**src/vtc_pkg.sv**
```systemverilog
// vtc_pkg: constants for the timing and chroma register bank of one decoder channel.
// assumes the serial-bus front end delivers byte-wide register reads and writes.

package vtc_pkg;

	// ************************************************************
	// register offsets
	// ************************************************************
	localparam logic [7:0] VTC_ADDR_WINDOW = 8'h17; // window code inclusion, scaler power
	localparam logic [7:0] VTC_ADDR_VB_START = 8'h18; // vertical blank start offset
	localparam logic [7:0] VTC_ADDR_VB_STOP = 8'h19; // vertical blank stop offset
	localparam logic [7:0] VTC_ADDR_CHROMA1 = 8'h1A; // chroma control one
	localparam logic [7:0] VTC_ADDR_CHROMA2 = 8'h1B; // chroma control two
	localparam logic [7:0] VTC_ADDR_INTB_CLR = 8'h1C; // interrupt b status clear

	// ************************************************************
	// reset values and writable masks
	// ************************************************************
	localparam logic [7:0] VTC_RST_WINDOW = 8'h52;
	localparam logic [7:0] VTC_RST_VB_START = 8'h00;
	localparam logic [7:0] VTC_RST_VB_STOP = 8'h00;
	localparam logic [7:0] VTC_RST_CHROMA1 = 8'h0C;
	localparam logic [7:0] VTC_RST_CHROMA2 = 8'h14;
	localparam logic [7:0] VTC_MASK_WINDOW = 8'h7F; // bit 7 reserved
	localparam logic [7:0] VTC_MASK_CHROMA1 = 8'h1F; // bits 7:5 reserved
	localparam logic [7:0] VTC_MASK_CHROMA2 = 8'h07; // bits 7:3 reserved
	localparam logic [7:0] VTC_FIXED_CHROMA2 = 8'h10; // reserved bit 4 reads one
	localparam logic [7:0] VTC_MASK_INTB = 8'h9F; // bits 6:5 reserved

	// ************************************************************
	// field positions
	// ************************************************************
	localparam int VTC_BIT_UNS_EAV = 0;
	localparam int VTC_BIT_UNS_SAV = 1;
	localparam int VTC_BIT_UNS_ANC = 2;
	localparam int VTC_BIT_SCL_EAV = 3;
	localparam int VTC_BIT_SCL_SAV = 4;
	localparam int VTC_BIT_SCL_ANC = 5;
	localparam int VTC_BIT_SCALER_POWER_DOWN = 6;
	localparam int VTC_BIT_PLL_RST = 4;
	localparam int VTC_BIT_ACE = 3;
	localparam int VTC_BIT_CE = 2;
	localparam int VTC_BIT_WCF = 2;
	localparam int VTC_BIT_TAPE_CHG = 0;

	// ************************************************************
	// auto colour gain codes
	// ************************************************************
	localparam logic [1:0] VTC_ACG_ON = 2'h0;
	localparam logic [1:0] VTC_ACG_OFF = 2'h2;
	localparam logic [1:0] VTC_ACG_FREEZE = 2'h3;

	// ************************************************************
	// chroma output bandwidth, in units of 100 hz
	// ************************************************************
	localparam logic [13:0] VTC_BW_N0 = 14'd12214;
	localparam logic [13:0] VTC_BW_N1 = 14'd8782;
	localparam logic [13:0] VTC_BW_N2 = 14'd7297;
	localparam logic [13:0] VTC_BW_N3 = 14'd4986;
	localparam logic [13:0] VTC_BW_W0 = 14'd14170;
	localparam logic [13:0] VTC_BW_W1 = 14'd10303;
	localparam logic [13:0] VTC_BW_W2 = 14'd8438;
	localparam logic [13:0] VTC_BW_W3 = 14'd5537;

endpackage

```
**src/vtc_regs.sv**
```systemverilog
// vtc_regs: timing and chroma control registers of one decoder channel, with the
// vertical blank window, tape mode detector and interrupt b status bits.
// assumes the serial-bus front end and the video timing run on clk_i.
//
// Function
// eav code excluded unless include bit set
// sav code included unless include bit cleared
// ancillary region kept unless exclude bit set
// scaler power-down bit six, set at reset
// blank start is signed line offset
// blank stop is signed line offset
// vertical blank output timed from adjusted offsets
// luma bypass bounded by same adjusted window
// pll reset write pulses pll, genlock bit
// adaptive comb enable, on at reset
// comb enable, on at reset
// auto colour gain: on, off, frozen
// chroma filter select: no notch, notch 1-3
// wide filter and select set bandwidth
// host writes one to clear status
// clear bits map to six status bits
// tape mode from nonstandard lines per frame
// status sets regardless of enable mask
// reserved bits read zero except chroma two bit 4, which reads one, writes ignored

`timescale 1ns/1ps
`default_nettype none

module vtc_regs #(
	parameter int LINE_W = 10 // width of line numbers and counts
) (
	input wire logic clk_i,
	input wire logic nrst_i,
	// register port from the serial-bus front end
	input wire logic reg_wr_i,
	input wire logic [7:0] reg_addr_i,
	input wire logic [7:0] reg_wdata_i,
	output logic [7:0] reg_rdata_o,
	// video timing from the decoder core
	input wire logic line_start_i,
	input wire logic frame_start_i,
	input wire logic [LINE_W-1:0] line_num_i,
	input wire logic [LINE_W-1:0] std_vblank_start_i,
	input wire logic [LINE_W-1:0] std_vblank_stop_i,
	input wire logic [LINE_W-1:0] std_lines_per_frame_i,
	input wire logic vblank_pin_sel_i,
	input wire logic [7:0] intb_event_i,
	input wire logic genlock_reset_sent_i,
	// decoded controls
	output logic unscaled_eav_incl_o,
	output logic unscaled_sav_incl_o,
	output logic unscaled_anc_excl_o,
	output logic scaled_eav_incl_o,
	output logic scaled_sav_incl_o,
	output logic scaled_anc_excl_o,
	output logic scaler_power_down_o,
	output logic vertical_blank_output_o,
	output logic luma_bypass_window_o,
	output logic color_pll_reset_o,
	output logic genlock_reset_bit_o,
	output logic adaptive_comb_enable_o,
	output logic comb_enable_o,
	output logic [1:0] auto_color_gain_mode_o,
	output logic auto_gain_enable_o,
	output logic auto_gain_freeze_o,
	output logic wide_chroma_filter_o,
	output logic [1:0] chroma_filter_sel_o,
	output logic [13:0] chroma_bw_o,
	output logic broadcast_vs_tape_mode_o,
	output logic [7:0] intb_status_o
);
	import vtc_pkg::*;

	// refuse line widths that the sign extension and the counters cannot serve
	if (LINE_W < 9 || LINE_W > 16) begin : g_bad_line_w
		$error("vtc_regs: LINE_W must lie in 9..16");
	end

	// ************************************************************
	// register file
	// ************************************************************
	logic [7:0] window_r, window_nxt; // code inclusion and scaler power
	logic [7:0] vb_start_r, vb_start_nxt; // signed start offset
	logic [7:0] vb_stop_r, vb_stop_nxt; // signed stop offset
	logic [7:0] chroma1_r, chroma1_nxt; // chroma control one
	logic [7:0] chroma2_r, chroma2_nxt; // chroma control two
	logic [7:0] rdata_r, rdata_nxt; // read data
	logic pll_rst_r, pll_rst_nxt; // one-cycle colour pll reset
	logic genlock_control_output_rst_r, genlock_control_output_rst_nxt; // pending genlock reset bit
	logic [13:0] bw_r, bw_nxt; // chroma bandwidth

	// next values of the register file
	always_comb begin
		window_nxt = window_r;
		vb_start_nxt = vb_start_r;
		vb_stop_nxt = vb_stop_r;
		chroma1_nxt = chroma1_r;
		chroma2_nxt = chroma2_r;
		// the pll reset is a pulse, low unless written again
		pll_rst_nxt = 1'b0;
		genlock_control_output_rst_nxt = genlock_control_output_rst_r;
		// sent bit leaves the stream, a new write wins
		if (genlock_reset_sent_i) begin
			genlock_control_output_rst_nxt = 1'b0;
		end
		if (reg_wr_i) begin
			case (reg_addr_i)
				// reserved bits are masked off
				VTC_ADDR_WINDOW: begin
					window_nxt = reg_wdata_i & VTC_MASK_WINDOW;
				end
				VTC_ADDR_VB_START: begin
					vb_start_nxt = reg_wdata_i;
				end
				VTC_ADDR_VB_STOP: begin
					vb_stop_nxt = reg_wdata_i;
				end
				VTC_ADDR_CHROMA1: begin
					chroma1_nxt = reg_wdata_i & VTC_MASK_CHROMA1;
					if (reg_wdata_i[VTC_BIT_PLL_RST]) begin
						pll_rst_nxt = 1'b1;
						genlock_control_output_rst_nxt = 1'b1;
					end
				end
				VTC_ADDR_CHROMA2: begin
					chroma2_nxt = reg_wdata_i & VTC_MASK_CHROMA2;
				end
				default: begin
				end
			endcase
		end
		// bandwidth from wide flag and filter select
		// registered, so the output trails the register by one cycle
		case ({chroma2_r[VTC_BIT_WCF], chroma2_r[1:0]})
			3'h0: bw_nxt = VTC_BW_N0;
			3'h1: bw_nxt = VTC_BW_N1;
			3'h2: bw_nxt = VTC_BW_N2;
			3'h3: bw_nxt = VTC_BW_N3;
			3'h4: bw_nxt = VTC_BW_W0;
			3'h5: bw_nxt = VTC_BW_W1;
			3'h6: bw_nxt = VTC_BW_W2;
			default: bw_nxt = VTC_BW_W3;
		endcase
		// read mux, clear register and unmapped read as zero
		// the answer stands one cycle after the address
		case (reg_addr_i)
			VTC_ADDR_WINDOW: rdata_nxt = window_r;
			VTC_ADDR_VB_START: rdata_nxt = vb_start_r;
			VTC_ADDR_VB_STOP: rdata_nxt = vb_stop_r;
			VTC_ADDR_CHROMA1: rdata_nxt = chroma1_r;
			VTC_ADDR_CHROMA2: rdata_nxt = chroma2_r | VTC_FIXED_CHROMA2;
			default: rdata_nxt = 8'h00;
		endcase
	end

	// register the file
	always_ff @(posedge clk_i or negedge nrst_i) begin
		if (!nrst_i) begin
			window_r <= VTC_RST_WINDOW;
			vb_start_r <= VTC_RST_VB_START;
			vb_stop_r <= VTC_RST_VB_STOP;
			chroma1_r <= VTC_RST_CHROMA1;
			chroma2_r <= VTC_RST_CHROMA2 & VTC_MASK_CHROMA2;
			rdata_r <= 8'h00;
			pll_rst_r <= 1'b0;
			genlock_control_output_rst_r <= 1'b0;
			bw_r <= VTC_BW_W0;
		end else begin
			window_r <= window_nxt;
			vb_start_r <= vb_start_nxt;
			vb_stop_r <= vb_stop_nxt;
			chroma1_r <= chroma1_nxt;
			chroma2_r <= chroma2_nxt;
			rdata_r <= rdata_nxt;
			pll_rst_r <= pll_rst_nxt;
			genlock_control_output_rst_r <= genlock_control_output_rst_nxt;
			bw_r <= bw_nxt;
		end
	end

	// ************************************************************
	// vertical blank window
	// ************************************************************
	logic [LINE_W-1:0] adj_start; // standard start moved by offset
	logic [LINE_W-1:0] adj_stop; // standard stop moved by offset
	logic vblank_r, vblank_nxt; // window level

	// signed offsets, wrap within the line number width
	// an offset of 80h moves the edge 128 lines earlier
	assign adj_start = LINE_W'(std_vblank_start_i + {{(LINE_W-8){vb_start_r[7]}}, vb_start_r});
	assign adj_stop = LINE_W'(std_vblank_stop_i + {{(LINE_W-8){vb_stop_r[7]}}, vb_stop_r});

	// window opens on the adjusted start line, closes on the adjusted stop line
	// a stop line equal to the start line keeps the window shut
	always_comb begin
		vblank_nxt = vblank_r;
		if (line_start_i) begin
			if (line_num_i == adj_stop) begin
				vblank_nxt = 1'b0;
			end else if (line_num_i == adj_start) begin
				vblank_nxt = 1'b1;
			end
		end
	end

	// register the window
	always_ff @(posedge clk_i or negedge nrst_i) begin
		if (!nrst_i) begin
			vblank_r <= 1'b0;
		end else begin
			vblank_r <= vblank_nxt;
		end
	end

	// ************************************************************
	// tape mode detector and interrupt b status
	// ************************************************************
	logic [LINE_W-1:0] line_cnt_r, line_cnt_nxt; // lines in current frame
	logic tape_r, tape_nxt; // broadcast or tape mode
	logic framed_r, framed_nxt; // a frame start has been seen since reset
	logic [7:0] status_r, status_nxt; // interrupt b status
	logic [7:0] events; // all status-setting events this cycle

	// count lines, judge the frame at its end
	always_comb begin
		line_cnt_nxt = line_cnt_r;
		tape_nxt = tape_r;
		framed_nxt = framed_r;
		if (frame_start_i) begin
			// the first frame after reset only starts the count, a partial
			// frame would raise a false tape mode and a false change event
			if (framed_r) begin
				// a short or long frame means tape
				tape_nxt = (line_cnt_r != std_lines_per_frame_i);
			end
			framed_nxt = 1'b1;
			line_cnt_nxt = line_start_i ? LINE_W'(1) : '0;
		end else if (line_start_i) begin
			line_cnt_nxt = LINE_W'(line_cnt_r + 1'b1);
		end
	end

	// status bits: set wins over a clear in the same cycle, no enable mask here
	always_comb begin
		events = intb_event_i;
		events[VTC_BIT_TAPE_CHG] = intb_event_i[VTC_BIT_TAPE_CHG] | (tape_nxt != tape_r);
		events = events & VTC_MASK_INTB;
		status_nxt = status_r;
		// reserved bits never set, so clearing them changes nothing
		if (reg_wr_i && reg_addr_i == VTC_ADDR_INTB_CLR) begin
			status_nxt = status_r & ~reg_wdata_i;
		end
		status_nxt = status_nxt | events;
	end

	// register detector and status
	// status bits hold until the host clears them
	always_ff @(posedge clk_i or negedge nrst_i) begin
		if (!nrst_i) begin
			line_cnt_r <= '0;
			tape_r <= 1'b0;
			framed_r <= 1'b0;
			status_r <= 8'h00;
		end else begin
			line_cnt_r <= line_cnt_nxt;
			tape_r <= tape_nxt;
			framed_r <= framed_nxt;
			status_r <= status_nxt;
		end
	end

	// ************************************************************
	// outputs
	// ************************************************************
	assign reg_rdata_o = rdata_r;
	// window code inclusion and scaler power straight from the register
	assign unscaled_eav_incl_o = window_r[VTC_BIT_UNS_EAV];
	assign scaled_eav_incl_o = window_r[VTC_BIT_SCL_EAV];
	assign unscaled_sav_incl_o = window_r[VTC_BIT_UNS_SAV];
	assign scaled_sav_incl_o = window_r[VTC_BIT_SCL_SAV];
	assign unscaled_anc_excl_o = window_r[VTC_BIT_UNS_ANC];
	assign scaled_anc_excl_o = window_r[VTC_BIT_SCL_ANC];
	assign scaler_power_down_o = window_r[VTC_BIT_SCALER_POWER_DOWN];
	// blank window, shown on the shared pin only while it is selected
	assign vertical_blank_output_o = vblank_r & vblank_pin_sel_i;
	assign luma_bypass_window_o = vblank_r;
	assign color_pll_reset_o = pll_rst_r;
	assign genlock_reset_bit_o = genlock_control_output_rst_r;
	// chroma controls
	assign adaptive_comb_enable_o = chroma1_r[VTC_BIT_ACE];
	assign comb_enable_o = chroma1_r[VTC_BIT_CE];
	assign auto_color_gain_mode_o = chroma1_r[1:0];
	// reserved code 01 behaves as enabled
	assign auto_gain_enable_o = (chroma1_r[1:0] != VTC_ACG_OFF) && (chroma1_r[1:0] != VTC_ACG_FREEZE);
	assign auto_gain_freeze_o = (chroma1_r[1:0] == VTC_ACG_FREEZE);
	assign wide_chroma_filter_o = chroma2_r[VTC_BIT_WCF];
	assign chroma_filter_sel_o = chroma2_r[1:0];
	assign chroma_bw_o = bw_r;
	assign broadcast_vs_tape_mode_o = tape_r;
	assign intb_status_o = status_r;

endmodule

`default_nettype wire

```
**config.mk**
```make
export PLATFORM = sky130hd
export DESIGN_NAME = vtc_regs
export DESIGN_NICKNAME = d
export VERILOG_FILES = /design/src/vtc_pkg.sv /design/src/vtc_regs.sv
export SDC_FILE = /design/constraint.sdc
export NUM_CORES = 1
export LEC_CHECK = 0
export BUFFER_PORTS_ARGS = -buffer_cell sky130_fd_sc_hd__clkbuf_2
export CELL_PAD_IN_SITES_DETAIL_PLACEMENT = 1
export CELL_PAD_IN_SITES_GLOBAL_PLACEMENT = 2
export CORE_AREA = 2 2 114 116
export CTS_CLUSTER_DIAMETER = 30
export DETAILED_ROUTE_END_ITERATION = 12
export DIE_AREA = 0 0 116 118
export GPL_ROUTABILITY_DRIVEN = 0
export MAX_ROUTING_LAYER = met4
export PLACE_DENSITY_LB_ADDON = 0.1
export SETUP_SLACK_MARGIN = 0.5
export SLEW_MARGIN = 20
export SYNTH_ARGS = -nofsm -noshare
export SYNTH_HDL_FRONTEND = slang
export SYNTH_SLANG_ARGS = --single-unit
```
**constraint.sdc**
```tcl
create_clock -name clk_i -period 3.36 [get_ports clk_i]
set_clock_uncertainty 0.15 [all_clocks]
set_input_delay 0.672 -clock clk_i [delete_from_list [all_inputs] [get_ports clk_i]]
set_output_delay 0.672 -clock clk_i [all_outputs]
set_load 0.01 [all_outputs]
```
==> results of run 1 <==
## cells in the mapped netlist, types with 4 or more instances
master,n,area [um^2]
dfrtp_1,61,1526
xnor2_1,31,271.5
nand2_1,30,112.6
mux2_2,29,326.6
o21ai_0,22,110.1
xor2_1,22,192.7
inv_1,20,75.07
ha_1,19,237.7
a21oi_1,16,80.08
dfstp_2,15,394.1
nor2_1,15,56.30
a21o_1,10,75.07
nand2b_1,8,50.05
nand4_1,6,37.54
and2_1,5,31.28
clkbuf_1,5,18.77
nor4_1,5,31.28
mux2i_1,4,40.04
nand3_1,4,20.02
o21a_1,4,30.03
## placed cells by master (no fill, tap or decap), types with 5 or more instances in the layout
| cell type | count |
|---|---|
| nand4_1 | 6 |
| nor4_1 | 5 |
| a21o_1 | 10 |
| xnor2_1 | 31 |
| ha_1 | 19 |
| clkbuf_16 | 9 |
| dfstp_2 | 15 |
| a21oi_1 | 16 |
| o21ai_0 | 22 |
| clkbuf_2 | 118 |
| nand2_1 | 30 |
| nor2_1 | 15 |
| dfrtp_1 | 61 |
| and2_1 | 5 |
| xor2_1 | 22 |
| nand2b_1 | 8 |
| inv_1 | 20 |
| mux2_2 | 29 |
## layer usage
metal / vias up / wire, um / track usage [%]
met2: 78 / 5637 / 28.22
met3: 13 / 465 / 3.553
met5: - / 0 / -
met4: 0 / 157 / 5.580
li1: 1626 / - / -
met1: 1610 / 4874 / 21.82
## power breakdown
part	switching [mW]	total [mW]	internal, mW
registers	0.0385	1.01	0.976
logic	0.195	0.357	0.163
clock network	0.363	0.957	0.594
## cell type report
| type | instances | area share [%] |
|---|---|---|
| multi-input combinational | 286 | 41.98 |
| sequential | 76 | 35.88 |
| timing repair buffer | 119 | 11.17 |
| clock buffer | 12 | 4.605 |
| tap | 172 | 4.021 |
| inverter | 20 | 1.403 |
| clock inverter | 4 | 0.9350 |
## flip-flops by register name, indices dropped and copies added (netlist names), 3 cells and up
register       cells
chroma1_r          5
reg_rdata_o        8
vb_stop_r          8
chroma2_r          3
vb_start_r         8
intb_status_o      8
line_cnt_r        10
window_r           7
chroma_bw_o       14
## cell families (layout without fill, tap and decap cells)
family	Yosys count	in the layout	synth area share [%]
XOR/XNOR	53	53	10.82
AND/OR/NAND/NOR	99	99	13.88
flip-flops	76	76	44.75
AO/OA/AOI/OAI	80	80	12.65
buffers and inverters	30	155	2.886
multiplexers	33	33	8.542
adder cells (fa/ha/maj)	21	21	6.472
## worst paths after layout
kind,to,start
setup / recovery,luma_bypass_window_o,std_vblank_start_i[0]
hold / removal,intb_status_o[7],intb_status_o[7]
setup reg to reg,luma_bypass_window_o,vb_start_r[0]
hold reg to reg,intb_status_o[7],intb_status_o[7]
max in group asynchronous,line_cnt_r[4],nrst_i
min in group asynchronous,luma_bypass_window_o,nrst_i
## per-stage QoR
stage,instances,setup slack [ns]
3_3_place_gp,673,0.6066
3_5_place_dp,673,0.5665
6_report,689,0.9519
2_1_floorplan,392,0.8605
4_1_cts,689,0.9136
5_1_grt,689,0.7417
## worst reg2reg max path: stages (launching register included)
cell,delay (ns)
dfrtp_1,0.39
ha_1,0.19
inv_1,0.06
fa_1,0.49
xor2_1,0.13
and3_1,0.17
nand4_1,0.12
a2111oi_2,0.32
a41oi_1,0.16
a31oi_1,0.15
==> impl_metrics.ini, run 1 <==
[critical_path]
required_ns = 3.47
cp_top_family = adder cells
rr_worst_depth = 9
worst-setup-path-type = input port to flip-flop
r2r_setup_slack_ns = 0.96
arrival_ns = 2.52
crit_buf_inv = 2
cp_max_fo = 2
cpMaxStageDelayCell = fa_1
startpoint_type = input port
worstSetupEndpointType = flip-flop
cp.depth = 10
path_cells = clkbuf_2 -> ha_1 -> inv_1 -> fa_1 -> xor2_1 -> and3_1 -> nand4_1 -> a2111oi_2 -> a41oi_1 -> a31oi_1
slowest_delay_ns = 0.49

[global_route]
grt_max_degree = 77
grt-ovfl-total = 0
grt_pass1_vias = 3442
antenna_found_initial = 0
grtUsageTotal_pct = 17.44
grt_pass1_wl_um = 17820

[synthesis]
synth_edf_count = 0
syn-cell-area_um2 = 4292
syn_inst = 392
syn_avg_cell_area_um2 = 10.95
yosys_warnings = 0
synth_seq_cells = 76
synthFlopType = dfrtp_1
synth_async_sr_flop_share_pct = 100.0
yosysUniqueCellTypes = 56
ys_seq_area_share_pct = 44.75
synth_nets = 484

[drt]
drtIter0Drc = 77
drt.antenna.violating_nets = 0
wl_per_cell_um = 16.16
dr.pass1.iters = 4
wirelength_um = 11130
post-route-drc-count = 0
detail_route.vias_per_cell = 4.829
vias = 3327

[die]
die_x_um = 116
core_area_um2 = 12410
fp.dieH_um = 118
initial_utilization_pct = 34.57
fp-row-count = 41
die_area_um2 = 13690
pin_count = 122

[outcome]
outcome = finished clean

[power]
finalPower_mw = 2.329
irDropWorstVdd_mv = 0.2378
power_density_nw_per_um2 = 435.0
power.leakage_nw = 2.624

[sta]
worst-slew-pin-transition_ns = 0.9960
hold_violations = 0
fin_hold_ws_ns = 0.3280
fin_crit_sh_pct = 71.67
setup_violations = 0
slew_violations = 0
tns_ns = 0
rsz0062_at_grt = false
max_freq_ghz = 0.4153
maxSlewHeadroom_pct = 33.60
layout_min_cycle_time_ns = 2.408

[final_layout]
drive_above_1_share_pct = 37.91
layout.nets = 604
multi_input_area_um2 = 2247
nFillCells = 1461
areaGrowthSynthToFinish_pct = 24.72
regArea_um2 = 1921
final_util_pct = 43.12
antenna_cells = 0
final_cell_area_um2 = 5353

[cts]
cts_tree = done
cts_made_buffers = 9
cts_setup_buffers = 0
cts_buffer_depth = 2
htreeDepth = 3
path_clk_slew_ns = 0.06
cts_resized = 0
cts-root-buf = clkbuf_16
clk_latency_ns = 0.34
ctsHoldBuffers = 0
cts_sinks = 76

[place]
place_area_um2 = 5056
portBuffers = 119
post-dp-hpwl_um = 8552

[min_path]
hold_depth = 1
holdCritPathClass = flip-flop to flip-flop

[job]
maxCapViolations = 0
(Power assumes the default switching activity.)
==> run 2: changes to the inputs <==
- ABC_AREA: not set -> 1
- CORE_AREA: 2 2 114 116 -> 2 2 135 137
- DIE_AREA: 0 0 116 118 -> 0 0 137 139
- clock period: 3.36 -> 2 ns (I/O delays scaled with it)
==> impl_metrics.ini, run 2 <==
[sta]
rsz0062_at_grt = true
max_freq_ghz = 0.4947
worst-slew-pin-transition_ns = 0.4204
maxSlewHeadroom_pct = 71.97
hold_violations = 0
setup_ws_ns = -0.02147
slew_violations = 0
setup_violations = 1
layout_min_cycle_time_ns = 2.021
fin_crit_sh_pct = 101.1

[synthesis]
yosysMostFrequentCell = nand2_1
synth_async_sr_flop_share_pct = 100.0
netlist_top_cells_count = nand2_1, inv_1, dfrtp_1, nor2_1, o21ai_0
yosys_warnings = 0
synth_edf_count = 0
synth_nets = 713
syn_avg_cell_area_um2 = 7.497
synthFlopType = dfrtp_1
yosysUniqueCellTypes = 35
yosysTopAreaCell = dfrtp_1
syn-cell-area_um2 = 4656
synth_seq_cells = 76
syn_inst = 621
synth_area_leaders = dfrtp_1, nand2_1, dfstp_2
synth_top_area_share_pct = 32.79
ys_seq_area_share_pct = 41.25

[drt]
wirelength_um = 15560
drt.antenna.violating_nets = 0
wl_per_cell_um = 15.20
vias = 4517
dr.pass1.iters = 4
detail_route.vias_per_cell = 4.411
post-route-drc-count = 0
drtIter0Drc = 133

[place]
dp.cells = 987
portBuffers = 119
post-dp-hpwl_um = 12520
place_area_um2 = 5751

[cts]
path_clk_slew_ns = 0.06
cts_tree = done
clk_latency_ns = 0.33
cts_made_buffers = 9
cts_buffer_depth = 2
htreeDepth = 3
cts_sinks = 76
cts-root-buf = clkbuf_16

[die]
fp-row-count = 49
pin_count = 122
core_area_um2 = 17660
die_x_um = 137
fp.dieH_um = 139
initial_utilization_pct = 26.37
die_area_um2 = 19040

[power]
finalPower_mw = 4.052
irDropWorstVdd_mv = 0.3741
power_density_nw_per_um2 = 625.8
power.leakage_nw = 3.401

[global_route]
grt_pass1_vias = 4709
grt_max_degree = 33
antenna_found_initial = 0
grt-ovfl-total = 0
grt_pass1_wl_um = 24430
grtUsageTotal_pct = 17.14

[critical_path]
startpoint_type = flip-flop
worst-setup-path-type = flip-flop to flip-flop
required_ns = 2.13
cp_max_fo = 2
worstSetupEndpointType = flip-flop
arrival_ns = 2.15

[final_layout]
antenna_cells = 0
final_cell_area_um2 = 6475
layout.nets = 882
final_cell_mix = nand2_1, clkbuf_2, inv_1
multi_input_area_um2 = 2437
nFillCells = 2221
largest_register_ffs = 14
regArea_um2 = 1926
drive_above_1_share_pct = 33.46
final_common_cell = nand2_1
final_util_pct = 36.67
areaGrowthSynthToFinish_pct = 39.08
final_cells = 1024

[job]
maxCapViolations = 0

[outcome]
violations = negative setup slack
outcome = finished, violations left

[min_path]
holdCritPathClass = input port to flip-flop
run 2: cell type report:
cell class / instances / share of cell area [%]
sequential: 76 / 29.74
clock buffer: 12 / 3.961
timing repair buffer: 166 / 17.37
inverter: 109 / 6.357
clock inverter: 4 / 0.5024
tap: 229 / 4.425
multi-input combinational: 428 / 37.64
run 2: timing repair:
| action | CTS | global route |
|---|---|---|
| pin swaps | 25 | 12 |
| setup endpoints to repair | 27 | 48 |
| hold buffers | 1 | 0 |
| buffers inserted | 18 | 2 |
| resized for setup | 31 | 54 |
| endpoints found under the hold margin | 22 | 0 |
run 2: worst paths after layout:
kind	start	to	slack (ns)	depth (start not counted)
max reg2reg	vb_start_r[0]	luma_bypass_window_o	-0.02	12
max	vb_start_r[0]	luma_bypass_window_o	-0.02	12
min	genlock_reset_sent_i	genlock_reset_bit_o	0.1	2
min in group asynchronous	nrst_i	reg_rdata_o[4]	0.39	2
min reg2reg	framed_r	framed_r	0.32	1
max in group asynchronous	nrst_i	chroma_bw_o[10]	0.70	3
run 2: through the flow:
stage | worst slack [ns] | hold slack, ns | setup TNS (ns)
4_1_cts | -0.05835 | 0.08447 | -0.05835
3_5_place_dp | -0.1983 | 0.2115 | -0.1983
5_1_grt | -0.2147 | 0.09764 | -0.2147
3_3_place_gp | -0.1778 | 0.2092 | -0.1778
6_report | -0.02147 | 0.09527 | -0.02147
2_1_floorplan | 0.06142 | -0.04559 | 0
run 2: power breakdown:
| part | internal [mW] | switching, mW |
|---|---|---|
| Combinational | 0.352 | 0.434 |
| Clock | 0.916 | 0.664 |
| Sequential | 1.63 | 0.0598 |
run 2: metal layers:
layer / part of all wire [%] / vias to the layer above / global-route usage, %
met3: 4.4 / 10 / 2.924
met5: 0 / - / -
met2: 49 / 73 / 28.15
met4: 0.94 / 0 / 4.069
li1: - / 2273 / -
met1: 45 / 2161 / 21.92
run 2: kinds of logic (layout without fill, tap and decap cells):
logic type,after synthesis,in the layout,share of synthesized area (%)
xor gates and xnor gates,27,27,5.079
buffers and inverters,117,291,10.02
and+or+nand+nor,306,306,28.35
DFF,76,76,41.25
adders and majority gates,21,21,5.966
AOI/OAI and AO/OA,74,74,9.326
run 2: worst max-delay path: stages, from the launching register on:
cell	delay (ns)
dfrtp_1	0.42
ha_4	0.18
inv_2	0.05
fa_2	0.45
a21oi_2	0.15
nand3_2	0.09
nor2_2	0.09
nand3_1	0.09
nor2_1	0.10
nand2_1	0.07
nand2_1	0.06
nand2_1	0.04
inv_1	0.04
==> run 3: changes to the inputs <==
- REMOVE_ABC_BUFFERS: not set -> 1
==> impl_metrics.ini, run 3 (synthesis results as in run 2) <==
[sta]
max_freq_ghz = 0.4716
worst-slew-pin-transition_ns = 0.4121
tns_ns = -0.1207
setup_ws_ns = -0.1207
layout_min_cycle_time_ns = 2.121
hold_violations = 0
rsz0062_at_grt = true
fin_crit_sh_pct = 106.0
maxSlewHeadroom_pct = 72.52
setup_violations = 1
slew_violations = 0

[power]
p_int_mw = 2.987
irDropWorstVdd_mv = 0.4115
finalPower_mw = 4.168
p_sw_share_pct = 28.34
netSwitchingPower_mw = 1.181
p_seq_share_pct = 40.3
power.leakage_nw = 3.398
power_density_nw_per_um2 = 648.9
clkPwrFrac_pct = 41.1
pwr-share-comb_pct = 18.6

[die]
pin_count = 122
die_x_um = 137
fp.dieH_um = 139
core_area_um2 = 17660
die_area_um2 = 19040
fp-row-count = 49
initial_utilization_pct = 26.37

[cts]
clk_latency_ns = 0.34
path_clk_slew_ns = 0.07
cts-root-buf = clkbuf_16
cts_sinks = 76
cts_tree = done
cts_made_buffers = 9
htreeDepth = 3
cts_buffer_depth = 2

[final_layout]
antenna_cells = 0
areaGrowthSynthToFinish_pct = 37.97
drive_above_1_share_pct = 32.29
final_cell_area_um2 = 6424
final_cell_mix = nand2_1, clkbuf_2, inv_1
final_cells = 1025
largest_register_ffs = 14
final_common_cell = nand2_1
layout.nets = 883

[drt]
top_layer_used = met4
wl_per_cell_um = 14.75
drtIter0Drc = 158
dr_wl_met3_um = 583
route.met2.wl_um = 7554
wl_met1_um = 6795
drt.antenna.violating_nets = 0
detail_route.vias_per_cell = 4.413
vias = 4523
post-route-drc-count = 0
dr.pass1.iters = 4
wirelength_um = 15120

[critical_path]
required_ns = 2.09
worst-setup-path-type = flip-flop to flip-flop
crit_top_cell = nand2_1
r2r_setup_slack_ns = -0.12
cpMaxStageDelayCell = fa_2
path_cells = ha_2 -> inv_1 -> fa_2 -> or2_2 -> nand3_1 -> nor2_1 -> nand3_1 -> nor2_1 -> nand2_1 -> nand2_1 -> nand2_1 -> inv_1
arrival_ns = 2.21
slowest_delay_ns = 0.45
startpoint_type = flip-flop
worstSetupEndpointType = flip-flop
cp_max_fo = 2

[outcome]
violations = negative setup slack
outcome = finished, violations left

[global_route]
grtUsageTotal_pct = 16.81
grt_pass1_vias = 4891
grt-ovfl-total = 0
grt_pass1_wl_um = 24310
antenna_found_initial = 0
grt_max_degree = 35

[place]
post-dp-hpwl_um = 12020
portBuffers = 119
place_area_um2 = 5690
dp.cells = 987
place_ws_ns = -0.2663

[job]
maxCapViolations = 0

[min_path]
holdCritPathClass = input port to flip-flop
-- run 3: path summary, 6_finish.rpt --
kind                            depth (start not counted)                    to                  from
worst max register to register                         12  luma_bypass_window_o         vb_start_r[0]
max in group asynchronous                               3        chroma_bw_o[9]                nrst_i
worst min register to register                          1              framed_r              framed_r
min in group asynchronous                               2        reg_rdata_o[4]                nrst_i
worst max-delay path                                   12  luma_bypass_window_o         vb_start_r[0]
worst min-delay path                                    2   genlock_reset_bit_o  genlock_reset_sent_i
-- run 3: through the flow --
| step | hold slack [ns] | util [%] |
|---|---|---|
| after global placement | 0.2181 | 32.23 |
| after floorplan | -0.04559 | - |
| after detailed placement | 0.2198 | 32.23 |
| final | 0.08359 | 36.38 |
| after global routing | 0.08510 | 36.38 |
| after CTS | 0.07063 | 35.24 |
-- run 3: power by group through the flow --
stage / clock, mW / combinational [mW] / sequential, mW
floorplan: 0 / 0.343 / 1.72
finish: 1.71 / 0.775 / 1.68
detailed placement: 0 / 0.684 / 1.71
global placement: 0 / 0.666 / 1.71
global route: 1.84 / 0.880 / 1.69
CTS: 1.77 / 0.751 / 1.67
-- run 3: final cells by class --
type | instances | area, um^2
clock buffers | 10 | 239.0
multi-input cells | 428 | 2391
repair buffers | 167 | 1104
fillers | 2226 | 11230
flip-flops and latches | 76 | 1923
clock inverters | 6 | 71.32
well taps | 229 | 286.5
inverters | 109 | 409.1
-- run 3: worst max-delay path: cells and delay by family (launching register included) --
| kind | cells | cell delay [ns] |
|---|---|---|
| flip-flops | 1 | 0.42 |
| AND/OR/NAND/NOR | 8 | 0.71 |
| buffers and inverters | 2 | 0.10 |
| adder cells (fa/ha/maj) | 2 | 0.66 |
-- run 3: repair_timing --
item,4_1_cts,5_1_grt
endpoints found under the setup margin,25,47
hold endpoints to repair,24,0
pin swaps,18,7
gates resized for setup,25,55
buffers inserted,17,4
cloned,0,0
hold buffers,1,0
-- run 3: routing by layer --
| layer | global-route usage, % | vias to the layer above |
|---|---|---|
| li1 | - | 2281 |
| met3 | 2.814 | 13 |
| met1 | 20.62 | 2150 |
| met5 | - | - |
| met4 | 4.721 | 0 |
| met2 | 28.28 | 79 |
